## config.mk

```make
export PLATFORM = sky130hd
export DESIGN_NAME = rtc_interrupt_flags
export DESIGN_NICKNAME = d
export VERILOG_FILES = /design/src/common/rtc_flags_pkg.sv /design/src/design/rtc_alarm_match.sv /design/src/design/rtc_interrupt_flags.sv /design/src/design/rtc_tick_gen.sv
export SDC_FILE = /design/constraint.sdc
export NUM_CORES = 1
export LEC_CHECK = 0
export BUFFER_PORTS_ARGS = -buffer_cell sky130_fd_sc_hd__buf_4
export CAP_MARGIN = 10
export CELL_PAD_IN_SITES_DETAIL_PLACEMENT = 0
export CELL_PAD_IN_SITES_GLOBAL_PLACEMENT = 1
export CORE_MARGIN = 1
export CORE_UTILIZATION = 47
export DETAILED_ROUTE_END_ITERATION = 12
export GPL_TIMING_DRIVEN = 0
export PLACE_DENSITY_LB_ADDON = 0.1
export SLEW_MARGIN = 20
export SYNTH_ARGS = -nofsm -noshare
export SYNTH_HDL_FRONTEND = slang
export SYNTH_SLANG_ARGS = --single-unit
```

## constraint.sdc

```tcl
create_clock -name mclk -period 2.69 [get_ports mclk]
set_input_delay 0.538 -clock mclk [delete_from_list [all_inputs] [get_ports mclk]]
set_output_delay 0.538 -clock mclk [all_outputs]
set_load 0.01 [all_outputs]
```

## src/common/rtc_flags_pkg.sv

```systemverilog
package rtc_flags_pkg;
  localparam logic [6:0] IDX_RATE_A     = 7'h0a;
  localparam logic [6:0] IDX_CONTROL_B  = 7'h0b;
  localparam logic [6:0] IDX_FLAGS_C    = 7'h0c;
  localparam logic [6:0] IDX_STATUS_D   = 7'h0d;
  localparam logic [6:0] IDX_SEC        = 7'h00;
  localparam logic [6:0] IDX_ALM_SEC    = 7'h01;
  localparam logic [6:0] IDX_MIN        = 7'h02;
  localparam logic [6:0] IDX_ALM_MIN    = 7'h03;
  localparam logic [6:0] IDX_HOUR       = 7'h04;
  localparam logic [6:0] IDX_ALM_HOUR   = 7'h05;
  localparam int         POS_MASTER     = 7;
  localparam int         POS_PERIODIC   = 6;
  localparam int         POS_ALARM      = 5;
  localparam int         POS_UPDATE     = 4;
  localparam logic [7:0] WILDCARD_BASE  = 8'hc0;
  localparam logic [7:0] STATUS_D_VALUE = 8'h80;
  localparam logic [3:0] RATE_OFF       = 4'h0;
  localparam logic [7:0] RESET_ZERO     = 8'h00;
  localparam int         TICK_HZ        = 32768;
  localparam int         CLK_HZ         = 200000000;
  localparam int         CYCLES_PER_TICK = CLK_HZ / TICK_HZ;
endpackage

```

## src/design/rtc_alarm_match.sv

```systemverilog
`timescale 1ns/100ps
module rtc_alarm_match
  import rtc_flags_pkg::*;
(
  input  wire logic       mclk,
  input  wire logic       sys_rst,
  input  wire logic       second_tick,
  input  wire logic [7:0] cur_sec,
  input  wire logic [7:0] cur_min,
  input  wire logic [7:0] cur_hour,
  input  wire logic [7:0] alm_sec,
  input  wire logic [7:0] alm_min,
  input  wire logic [7:0] alm_hour,
  output logic            alarm_event
);
  typedef struct packed {
    logic hit;
  } alm_st_t;
  alm_st_t st_r;
  alm_st_t st_nxt;
  logic [2:0] field_ok;
  logic [23:0] cur_all;
  logic [23:0] alm_all;

  assign cur_all = {cur_hour, cur_min, cur_sec};
  assign alm_all = {alm_hour, alm_min, alm_sec};

  for (genvar i = 0; i < 3; i++) begin : g_field
    assign field_ok[i] = (alm_all[i*8 +: 8] >= WILDCARD_BASE) ||
                         (alm_all[i*8 +: 8] == cur_all[i*8 +: 8]);
  end

  always_comb begin
    st_nxt     = st_r;
    // Compared once per second so a match raises one event only.
    st_nxt.hit = second_tick && (&field_ok);
  end

  always_ff @(posedge mclk) begin
    if (sys_rst) begin
      st_r <= '0;
    end else begin
      st_r <= st_nxt;
    end
  end

  assign alarm_event = st_r.hit;
endmodule

```

## src/design/rtc_interrupt_flags.sv

```systemverilog
`timescale 1ns/100ps
module rtc_interrupt_flags
  import rtc_flags_pkg::*;
#(
  parameter int TICKS_PER_SECOND = TICK_HZ,
  parameter int DIV              = CYCLES_PER_TICK
) (
  input  wire logic       mclk,
  input  wire logic       sys_rst,
  input  wire logic       rtc_subsys_rst,
  input  wire logic       port_decode_en,
  input  wire logic       idx_wr,
  input  wire logic       data_wr,
  input  wire logic       data_rd,
  input  wire logic [7:0] wr_data,
  output logic [7:0]      rd_data,
  output logic            host_interrupt_line_eight
);
  typedef struct packed {
    logic [6:0] index;
    logic [3:0] rate;
    logic       set_inhibit;
    logic       periodic_event_enable;
    logic       alarm_event_enable;
    logic       update_done_enable;
    logic       master_request_flag;
    logic       pf;
    logic       af;
    logic       uf;
    logic [7:0] sec;
    logic [7:0] min;
    logic [7:0] hour;
    logic [7:0] alm_sec;
    logic [7:0] alm_min;
    logic [7:0] alm_hour;
    logic [15:0] sub;
    logic       upd_done;
    logic [7:0] rd;
  } flag_st_t;

  flag_st_t st_r;
  flag_st_t st_nxt;
  logic     tick;
  logic     periodic_event;
  logic     alarm_event;
  logic     upd_event;
  logic     sec_tick;
  logic     rd_flags;
  logic [7:0] flags_view;

  rtc_tick_gen #(
    .DIV (DIV)
  ) u_tick (
    .mclk                 (mclk),
    .sys_rst              (sys_rst),
    .periodic_rate_select (st_r.rate),
    .tick                 (tick),
    .periodic_event       (periodic_event)
  );

  rtc_alarm_match u_alarm (
    .mclk        (mclk),
    .sys_rst     (sys_rst),
    .second_tick (st_r.upd_done),
    .cur_sec     (st_r.sec),
    .cur_min     (st_r.min),
    .cur_hour    (st_r.hour),
    .alm_sec     (st_r.alm_sec),
    .alm_min     (st_r.alm_min),
    .alm_hour    (st_r.alm_hour),
    .alarm_event (alarm_event)
  );

  assign sec_tick  = tick && (st_r.sub == 16'(TICKS_PER_SECOND - 1));
  assign upd_event = st_r.upd_done;
  assign rd_flags  = port_decode_en && data_rd && (st_r.index == IDX_FLAGS_C);
  // Low nibble is hard zero.
  assign flags_view = {st_r.master_request_flag, st_r.pf, st_r.af, st_r.uf, 4'h0};

  always_comb begin
    st_nxt          = st_r;
    st_nxt.upd_done = 1'b0;
    if (tick) begin
      st_nxt.sub = (sec_tick) ? 16'h0000 : st_r.sub + 16'h0001;
    end
    // Binary time keeping; one update cycle per second when not inhibited.
    if (sec_tick && !st_r.set_inhibit) begin
      st_nxt.upd_done = 1'b1;
      if (st_r.sec == 8'd59) begin
        st_nxt.sec = 8'h00;
        if (st_r.min == 8'd59) begin
          st_nxt.min  = 8'h00;
          st_nxt.hour = (st_r.hour == 8'd23) ? 8'h00 : st_r.hour + 8'h01;
        end else begin
          st_nxt.min = st_r.min + 8'h01;
        end
      end else begin
        st_nxt.sec = st_r.sec + 8'h01;
      end
    end
    if (port_decode_en && idx_wr) begin
      st_nxt.index = wr_data[6:0];
    end
    if (port_decode_en && data_rd) begin
      if (st_r.index == IDX_FLAGS_C) begin
        st_nxt.rd = flags_view;
      end else if (st_r.index == IDX_STATUS_D) begin
        st_nxt.rd = STATUS_D_VALUE;
      end else if (st_r.index == IDX_RATE_A) begin
        st_nxt.rd = {4'h0, st_r.rate};
      end else if (st_r.index == IDX_CONTROL_B) begin
        st_nxt.rd = {st_r.set_inhibit, st_r.periodic_event_enable, st_r.alarm_event_enable, st_r.update_done_enable, 4'h0};
      end else if (st_r.index == IDX_SEC) begin
        st_nxt.rd = st_r.sec;
      end else if (st_r.index == IDX_ALM_SEC) begin
        st_nxt.rd = st_r.alm_sec;
      end else if (st_r.index == IDX_MIN) begin
        st_nxt.rd = st_r.min;
      end else if (st_r.index == IDX_ALM_MIN) begin
        st_nxt.rd = st_r.alm_min;
      end else if (st_r.index == IDX_HOUR) begin
        st_nxt.rd = st_r.hour;
      end else if (st_r.index == IDX_ALM_HOUR) begin
        st_nxt.rd = st_r.alm_hour;
      end else begin
        st_nxt.rd = RESET_ZERO;
      end
    end
    // Flags clear on read; the event terms below are applied afterwards.
    if (rd_flags) begin
      st_nxt.master_request_flag = 1'b0;
      st_nxt.pf   = 1'b0;
      st_nxt.af   = 1'b0;
      st_nxt.uf   = 1'b0;
    end
    if (port_decode_en && data_wr) begin
      if (st_r.index == IDX_RATE_A) begin
        st_nxt.rate = wr_data[3:0];
      end else if (st_r.index == IDX_CONTROL_B) begin
        st_nxt.set_inhibit = wr_data[7];
        st_nxt.periodic_event_enable         = wr_data[POS_PERIODIC];
        st_nxt.alarm_event_enable         = wr_data[POS_ALARM];
        st_nxt.update_done_enable         = wr_data[POS_UPDATE] && !wr_data[7];
        if ((wr_data[POS_PERIODIC] && !st_r.periodic_event_enable && st_r.pf) ||
            (wr_data[POS_ALARM] && !st_r.alarm_event_enable && st_r.af) ||
            (wr_data[POS_UPDATE] && !wr_data[7] && !st_r.update_done_enable &&
             st_r.uf)) begin
          st_nxt.master_request_flag = 1'b1;
        end
      end else if (st_r.index == IDX_SEC) begin
        st_nxt.sec = wr_data;
      end else if (st_r.index == IDX_ALM_SEC) begin
        st_nxt.alm_sec = wr_data;
      end else if (st_r.index == IDX_MIN) begin
        st_nxt.min = wr_data;
      end else if (st_r.index == IDX_ALM_MIN) begin
        st_nxt.alm_min = wr_data;
      end else if (st_r.index == IDX_HOUR) begin
        st_nxt.hour = wr_data;
      end else if (st_r.index == IDX_ALM_HOUR) begin
        st_nxt.alm_hour = wr_data;
      end
    end
    // Events win over a same-cycle clearing read so none is lost.
    if (periodic_event) begin
      st_nxt.pf = 1'b1;
      if (st_r.periodic_event_enable && (!st_r.pf || rd_flags)) begin
        st_nxt.master_request_flag = 1'b1;
      end
    end
    if (alarm_event) begin
      st_nxt.af = 1'b1;
      if (st_r.alarm_event_enable && (!st_r.af || rd_flags)) begin
        st_nxt.master_request_flag = 1'b1;
      end
    end
    if (upd_event) begin
      st_nxt.uf = 1'b1;
      if (st_r.update_done_enable && (!st_r.uf || rd_flags)) begin
        st_nxt.master_request_flag = 1'b1;
      end
    end
    if (rtc_subsys_rst) begin
      st_nxt.master_request_flag = 1'b0;
      st_nxt.pf   = 1'b0;
      st_nxt.af   = 1'b0;
      st_nxt.uf   = 1'b0;
      st_nxt.periodic_event_enable  = 1'b0;
      st_nxt.alarm_event_enable  = 1'b0;
      st_nxt.update_done_enable  = 1'b0;
    end
  end

  always_ff @(posedge mclk) begin
    if (sys_rst) begin
      st_r <= '0;
    end else begin
      st_r <= st_nxt;
    end
  end

  assign rd_data = st_r.rd;
  // The line follows the flag alone, independent of port decode.
  assign host_interrupt_line_eight = st_r.master_request_flag;
endmodule

```

## src/design/rtc_tick_gen.sv

```systemverilog
`timescale 1ns/100ps
module rtc_tick_gen
  import rtc_flags_pkg::*;
#(
  parameter int DIV = CYCLES_PER_TICK
) (
  input  wire logic       mclk,
  input  wire logic       sys_rst,
  input  wire logic [3:0] periodic_rate_select,
  output logic            tick,
  output logic            periodic_event
);
  typedef struct packed {
    logic [15:0] pre;
    logic [14:0] chain;
    logic        tick;
    logic        per;
  } tick_st_t;
  tick_st_t st_r;
  tick_st_t st_nxt;
  logic [3:0] tap;

  always_comb begin
    st_nxt      = st_r;
    st_nxt.tick = 1'b0;
    st_nxt.per  = 1'b0;
    // Codes 1 and 2 alias onto the 3.906 and 7.812 ms rates.
    // Chain bit k falls once every 2^(k+1) ticks, so code 3 taps bit 1.
    if (periodic_rate_select == 4'h1) begin
      tap = 4'h6;
    end else if (periodic_rate_select == 4'h2) begin
      tap = 4'h7;
    end else begin
      tap = 4'(periodic_rate_select - 4'h2);
    end
    if (st_r.pre == 16'(DIV - 1)) begin
      st_nxt.pre   = 16'h0000;
      st_nxt.tick  = 1'b1;
      st_nxt.chain = st_r.chain + 15'h0001;
      if (periodic_rate_select != RATE_OFF) begin
        if (st_nxt.chain[tap] != st_r.chain[tap] && !st_nxt.chain[tap]) begin
          st_nxt.per = 1'b1;
        end
      end
    end else begin
      st_nxt.pre = st_r.pre + 16'h0001;
    end
  end

  always_ff @(posedge mclk) begin
    if (sys_rst) begin
      st_r <= '0;
    end else begin
      st_r <= st_nxt;
    end
  end

  assign tick           = st_r.tick;
  assign periodic_event = st_r.per;
endmodule

```

==> results of run 1 <==
==> where the power goes <==
group	leakage [nW]	internal (W)	switching, W
Combinational	1.66	0.000123	0.000230
Clock	0.319	0.00167	0.000864
Sequential	1.02	0.00190	0.0000391
==> registers in the layout, indices dropped and copies added, names as in the netlist <==
name	flops
rd_data	8
upd_event	1
st_r	79
flags_view	3
u_tick.st_r	31
u_tick.periodic_event	1
u_tick.tick	1
u_alarm.alarm_event	1
host_interrupt_line_eight	1
==> path summary, 6_finish.rpt <==
path                              start                              endpoint  slack (ps)  cells after the start
max                 st_r[65]$_SDFF_PP0_                   st_r[55]$_SDFF_PP0_         180                      8
min                      rtc_subsys_rst  host_interrupt_line_eight$_SDFF_PP0_         330                      2
max reg2reg         st_r[65]$_SDFF_PP0_                   st_r[55]$_SDFF_PP0_         180                      8
min reg2reg  u_tick.st_r[17]$_SDFF_PP0_            u_tick.st_r[17]$_SDFF_PP0_         460                      1
==> through the flow <==
stage	TNS (ps)	area [sq um]
after detailed placement	-67.1	7310
after CTS	0	7980
after floorplan	0	6980
final	0	7990
after global placement	-13.7	7310
after global routing	0	7990
==> cell families (layout without fill, tap and decap cells) <==
| family | count (synthesis) | after routing | synth area share |
|---|---|---|---|
| adders and majority gates | 8 | 8 | 0.0143 |
| xor gates and xnor gates | 74 | 74 | 0.0928 |
| buffers and inverters | 91 | 138 | 0.0581 |
| muxes | 36 | 36 | 0.0516 |
| DFF | 126 | 126 | 0.361 |
| and+or+nand+nor | 376 | 376 | 0.272 |
| AOI/OAI and AO/OA | 151 | 151 | 0.150 |
==> synth_stat cells (3+ instances only) <==
library cell | instances | area [sq um]
sky130_fd_sc_hd__buf_2 | 9 | 45.0
sky130_fd_sc_hd__xnor2_1 | 30 | 263
sky130_fd_sc_hd__nor2_1 | 128 | 480
sky130_fd_sc_hd__nand3_1 | 42 | 210
sky130_fd_sc_hd__nand3b_1 | 4 | 30.0
sky130_fd_sc_hd__and2_1 | 5 | 31.3
sky130_fd_sc_hd__a22o_1 | 4 | 35.0
sky130_fd_sc_hd__a311oi_2 | 3 | 45.0
sky130_fd_sc_hd__o2111ai_1 | 3 | 26.3
sky130_fd_sc_hd__nand4b_1 | 4 | 35.0
sky130_fd_sc_hd__nor3b_1 | 3 | 22.5
sky130_fd_sc_hd__o22ai_1 | 9 | 56.3
sky130_fd_sc_hd__a21oi_1 | 42 | 210
sky130_fd_sc_hd__nor2b_1 | 5 | 31.3
sky130_fd_sc_hd__nand4_1 | 17 | 106
sky130_fd_sc_hd__a311oi_1 | 8 | 70.1
sky130_fd_sc_hd__nand2_1 | 57 | 214
sky130_fd_sc_hd__nor3_1 | 34 | 170
sky130_fd_sc_hd__or4_1 | 3 | 22.5
sky130_fd_sc_hd__nand2b_1 | 12 | 75.1
sky130_fd_sc_hd__buf_4 | 11 | 82.6
sky130_fd_sc_hd__o21ai_0 | 22 | 110
sky130_fd_sc_hd__clkbuf_2 | 3 | 15.0
sky130_fd_sc_hd__nor4b_1 | 5 | 43.8
sky130_fd_sc_hd__and4_1 | 6 | 52.6
sky130_fd_sc_hd__nor4_1 | 16 | 100
sky130_fd_sc_hd__mux2i_1 | 36 | 360
sky130_fd_sc_hd__dfxtp_1 | 126 | 2520
sky130_fd_sc_hd__or3_1 | 12 | 75.1
sky130_fd_sc_hd__xor2_1 | 44 | 385
sky130_fd_sc_hd__a22oi_1 | 9 | 67.6
sky130_fd_sc_hd__a221oi_1 | 6 | 52.6
sky130_fd_sc_hd__o2bb2ai_1 | 3 | 26.3
sky130_fd_sc_hd__ha_1 | 8 | 100
sky130_fd_sc_hd__a211oi_1 | 10 | 75.1
sky130_fd_sc_hd__clkbuf_1 | 44 | 165
sky130_fd_sc_hd__a31oi_1 | 6 | 37.5
sky130_fd_sc_hd__inv_1 | 22 | 82.6
sky130_fd_sc_hd__and3_1 | 11 | 68.8
sky130_fd_sc_hd__a221o_1 | 4 | 40.0
==> worst register-to-register path, stage by stage, from the launching register on <==
cell and delay (ps):
sky130_fd_sc_hd__dfxtp_2 430, sky130_fd_sc_hd__ha_1 260, sky130_fd_sc_hd__nand4_1 220, sky130_fd_sc_hd__nor4_4 410
sky130_fd_sc_hd__and4b_1 250, sky130_fd_sc_hd__buf_4 170, sky130_fd_sc_hd__nand4_1 110, sky130_fd_sc_hd__or3_1 330
sky130_fd_sc_hd__a311oi_1 250
==> layout make-up <==
class                      instances  area (sq um)
timing repair buffer              15           113
clock inverter                     9           155
multi-input combinational        645          4070
clock buffer                      23           498
buffer                            69           324
sequential                       126          2520
tap                              184           230
fill                            1373          6540
inverter                          22          82.6
==> metal layers <==
| metal | vias to the layer above | track usage | part of all wire |
|---|---|---|---|
| li1 | 3152 | - | - |
| met1 | 3011 | 0.356 | 0.45 |
| met2 | 186 | 0.443 | 0.46 |
| met3 | 48 | 0.0636 | 0.057 |
| met4 | 0 | 0.111 | 0.030 |
| met5 | - | 0 | 0 |
==> repair_timing <==
action	4_1_cts	5_1_grt
hold buffers	0	0
endpoints found under the setup margin	5	12
setup buffers	1	1
pin swaps	1	1
gates resized for setup	1	5
==> out/results.tsv, run 1 <==
metric	value	unit
result of the run	completed	
area growth from synthesis to layout	14.5	%
most common cell type on the critical path	sky130_fd_sc_hd__nand4_1	
family with the most delay on the worst path	simple AND/OR/NAND/NOR gates	
least setup slack across all paths after layout	175	ps
placeable core area	14500	sq um
Synth async-reset ratio	0	
maximum fanout along the worst path	8	
worst path buffer plus inverter count	1	
cell count after placement	1059	
relative slew slack	0.401	
Final GP Congestion	0.944	
pin slew with the least headroom to its limit	890	ps
effective utilization at floorplan	0.480	
total wirelength of the detailed-routed design	20300	um
worst hold slack across all endpoints	335	ps
sequential-to-total area share from yosys stat	0.361	
clock latency of the later-clocked register in the worst-skew pair	430	ps
layout cells sized above 1	0.0946	
final count of pins violating max slew	0	
buffer type at the clock tree root	sky130_fd_sc_hd__clkbuf_16	
final critical path time including I/O delays and setup	2510	ps
Worst Path Arrival	2840	ps
std cell rows	44	
antenna-violating nets left	0	
Max-Cap Viols	0	
ordered list of cells on the worst path	ha_1 -> nand4_1 -> nor4_4 -> and4b_1 -> buf_4 -> nand4_1 -> or3_1 -> a311oi_1	
setup slack after placement	-59.6	ps
clock sink count	126	
post-synth net total	885	
number of enable flip-flop cells after synthesis	0	
category of the worst setup path capture point	flop	
Wirelength per Cell	18.6	um
Synth Warn #	0	
number of top-level design ports	24	
Total Routing Usage GR	0.276	
final setup violation count	0	
HP Class	primary input to flop	
Final Core Density	0.550	
final global-route overflow total	0	
via count of the first global-routing pass	5832	
Max stage delay cell, worst path	sky130_fd_sc_hd__dfxtp_2	
Setup crit start kind	flop	
Antenna diodes	0	
cts bufs inserted	17	
Chip Height	124	um
setup repair after global routing missed its margin	false	
clock tree buffer depth	2	
TritonCTS clock tree	built	
maximum number of pins on one net before global-route repair	17	
Port Buffer Count	13	
critical path required time	3020	ps
H-tree Lvls	4	
initial antenna violation count	0	
FMAX	398	MHz
leading cell types in the layout, fill and taps excluded	sky130_fd_sc_hd__nor2_1, sky130_fd_sc_hd__dfxtp_1, sky130_fd_sc_hd__nand2_1	
Hold Violations, Final	0	
VDD IR max	0.589	mV
chip width	124	um
via count	6397	
ys flop type	sky130_fd_sc_hd__dfxtp_1	
summed instance area of the synthesized netlist	6980	sq um
leakage power	3.00	nW
library cells used by synthesis	67	
final cell count without fillers	1093	
DRC violation count after routing	0	
Via density	5.85	
post-layout net count	919	
Detailed Place HPWL	14500	um
peak per-stage delay on the critical path	430	ps
most common cell after layout, fill and taps aside	sky130_fd_sc_hd__nor2_1	
CP Class	flop to flop	
area enclosed by the die boundary	15300	sq um
first drt pass iteration count	6	
power density of the placed cells	604	nW/um^2
clock-pin slew on the worst setup and hold paths	60	ps
Clock Skews	8.52	ps
Tot Pwr	0.00483	W
Synth Register Bits	126	
violation count after the first detailed-route iteration	497	
mean instance size in the synthesized netlist	8.10	sq um
post-synthesis cell count	862	
global-route wire length before repair	31800	um
share of the cycle needed by the critical path after routing	0.935	
(Power assumes the default switching activity.)
==> run 2, diff against run 1 <==
Settings changed: ABC_AREA from default to 1, CORE_UTILIZATION 47 to 45.
==> out/results.tsv, run 2 <==
metric	value	unit	change
result of the run	completed		
clock sink count	126		unchanged
Non-Filler Cell Area, Final	8490	sq um	+6.3%
total wirelength of the detailed-routed design	22300	um	+9.6%
maximum number of pins on one net before global-route repair	17		unchanged
post-CTS repair timing setup buffer count	0		-1
Gates resized, CTS repair	0		-1
Synth async-reset ratio	0		unchanged
Max stage delay cell, worst path	sky130_fd_sc_hd__nor3_2		
leading cell types in the layout, fill and taps excluded	sky130_fd_sc_hd__nand2_1, sky130_fd_sc_hd__inv_1, sky130_fd_sc_hd__dfxtp_1		
most instantiated library cell after synthesis	sky130_fd_sc_hd__nand2_1		
HP Class	flop to flop		
clock latency of the later-clocked register in the worst-skew pair	420	ps	about the same
Chip Height	131	um	+5.7%
VDD IR max	0.453	mV	-23%
buffer type at the clock tree root	sky130_fd_sc_hd__clkbuf_16		
layout cells sized above 1	0.0936		-0.000989
final critical path time including I/O delays and setup	2280	ps	-237 ps
power density of the placed cells	540	nW/um^2	-11%
Post-synth top cells	sky130_fd_sc_hd__nand2_1, sky130_fd_sc_hd__inv_1, sky130_fd_sc_hd__dfxtp_1, sky130_fd_sc_hd__o21ai_0, sky130_fd_sc_hd__nor2_1		
area growth from synthesis to layout	13.5	%	
Port Buffer Count	22		+9
first drt pass iteration count	8		+2
Synth Warn #	0		unchanged
post-layout net count	1220		+33%
Wirelength per Cell	15.7	um	-16%
ys flop type	sky130_fd_sc_hd__dfxtp_1		
CP Class	flop to flop		
critical path required time	3000	ps	-20 ps
H-tree Lvls	4		unchanged
Setup crit start kind	flop		
clock-pin slew on the worst setup and hold paths	60	ps	about the same
chip width	131	um	+5.7%
cts bufs inserted	17		unchanged
summed instance area of the synthesized netlist	7490	sq um	+7.2%
relative slew slack	0.501		+0.0995
via count of the first global-routing pass	6711		+15%
peak per-stage delay on the critical path	420	ps	about the same
std cell rows	46		+4.5%
clock tree buffer depth	2		unchanged
Synth area leaders	sky130_fd_sc_hd__dfxtp_1, sky130_fd_sc_hd__nand2_1, sky130_fd_sc_hd__inv_1		
via count	7518		+18%
effective utilization at floorplan	0.466		-0.0141
maximum fanout along the worst path	8		unchanged
area share of the largest cell type after synthesis	0.337		-0.0244
number of flip-flops under the largest register name	79		unchanged
Final GP Congestion	0.920		-2.6%
FMAX	439	MHz	+10%
DRC violation count after routing	0		unchanged
post-cts hold buffer count	0		unchanged
setup repair after global routing missed its margin	false		
leakage power	3.39	nW	+13%
number of top-level design ports	24		unchanged
category of the worst setup path capture point	flop		
violation count after the first detailed-route iteration	544		+9.5%
Worst Path Arrival	2590	ps	-250 ps
share of the cycle needed by the critical path after routing	0.847		-0.0882
post-synth net total	1179		+33%
placeable core area	16100	sq um	+10%
Biggest register	st_r		
pin slew with the least headroom to its limit	746	ps	-143 ps
Synth Register Bits	126		unchanged
Antenna diodes	0		unchanged
global-route wire length before repair	35500	um	+12%
TritonCTS clock tree	built		
library cells used by synthesis	49		-27%
area enclosed by the die boundary	17200	sq um	+12%
antenna-violating nets left	0		unchanged
Max-Cap Viols	0		unchanged
post-synthesis cell count	1156		+34%
number of enable flip-flop cells after synthesis	0		unchanged
most common cell type on the critical path	sky130_fd_sc_hd__nand2_1		
most common cell after layout, fill and taps aside	sky130_fd_sc_hd__nand2_1		
Filler cells	1679		+22%
final-layout setup total negative slack	0	ps	unchanged
initial antenna violation count	0		unchanged
Detailed Place HPWL	16600	um	+14%
final setup violation count	0		unchanged
final global-route overflow total	0		unchanged
Hold Violations, Final	0		unchanged
Total Routing Usage GR	0.276		about the same
final count of pins violating max slew	0		unchanged
library cell occupying the most area in the post-synthesis netlist	sky130_fd_sc_hd__dfxtp_1		
sequential-to-total area share from yosys stat	0.337		-0.0244
area post-placement	7920	sq um	+8.4%
Via density	5.28		-9.7%
mean instance size in the synthesized netlist	6.48	sq um	-20%
ordered list of cells on the worst path	ha_1 -> nand2_1 -> nor3_2 -> inv_2 -> nor2_4 -> nand3_1 -> nand2_1 -> nand2_1 -> nor2_1 -> nor2_1		
Clock Skews	8.25	ps	-0.274 ps
==> run 2: path summary, 6_finish.rpt <==
check,startpoint,end,slack (ps),cells after the start
worst min-delay path,u_tick.periodic_event$_SDFF_PP0_,flags_view[6]$_SDFFE_PP0P_,450,2
worst max-delay path,st_r[66]$_SDFF_PP0_,st_r[49]$_SDFF_PP0_,410,10
worst min register to register,u_tick.periodic_event$_SDFF_PP0_,flags_view[6]$_SDFFE_PP0P_,450,2
worst max register to register,st_r[66]$_SDFF_PP0_,st_r[49]$_SDFF_PP0_,410,10
==> run 2: routing by layer <==
metal | track usage | up-vias | part of all wire
met5 | 0 | - | 0
met4 | 0.0947 | 0 | 0.025
met3 | 0.0501 | 32 | 0.056
met2 | 0.452 | 193 | 0.46
met1 | 0.365 | 3424 | 0.46
li1 | - | 3869 | -
==> run 2: layout make-up <==
cell class / instances / area [sq um] / share of cell area
clock buffers: 23 / 488 / 0.0574
well taps: 216 / 270 / 0.0318
plain buffers: 36 / 203 / 0.0239
clock inverters: 6 / 85.1 / 0.0100
inverters: 178 / 668 / 0.0787
flip-flops and latches: 126 / 2520 / 0.297
multi-input cells: 816 / 4090 / 0.482
repair buffers: 22 / 165 / 0.0194
==> run 2: worst max-delay path, delay by kind of cell (launching register included) <==
kind | cells | cell delay (ps)
buf+inv | 1 | 190
fa+ha+maj | 1 | 280
simple gates | 8 | 1290
flops | 1 | 410
==> run 2: kinds of logic (layout without fill, tap and decap cells) <==
kind of cell,Yosys count,in the layout,synth area share
flops,126,126,0.337
compound gates,225,225,0.166
xor+xnor,28,28,0.0328
fa+ha+maj,8,8,0.0134
buf+inv,214,265,0.116
simple gates,555,555,0.335
==> run 2: metrics by stage <==
step           std cells  worst slack [ps]  utilization  power, W  hold slack, ps
4_1_cts             1423               461        0.529   0.00461             457
2_1_floorplan       1156              1010            -   0.00220             430
3_3_place_gp        1394               198        0.493   0.00234             442
3_5_place_dp        1394               211        0.493   0.00234             452
5_1_grt             1423               242        0.529   0.00474             465
6_report            1423               413        0.529   0.00458             453
==> run 2: where the power goes <==
part	total [W]	internal [W]	switching [W]
Clock	0.00228	0.00144	0.000835
Sequential	0.00192	0.00189	0.0000265
Combinational	0.000385	0.000125	0.000260
Total	0.00458	0.00346	0.00112
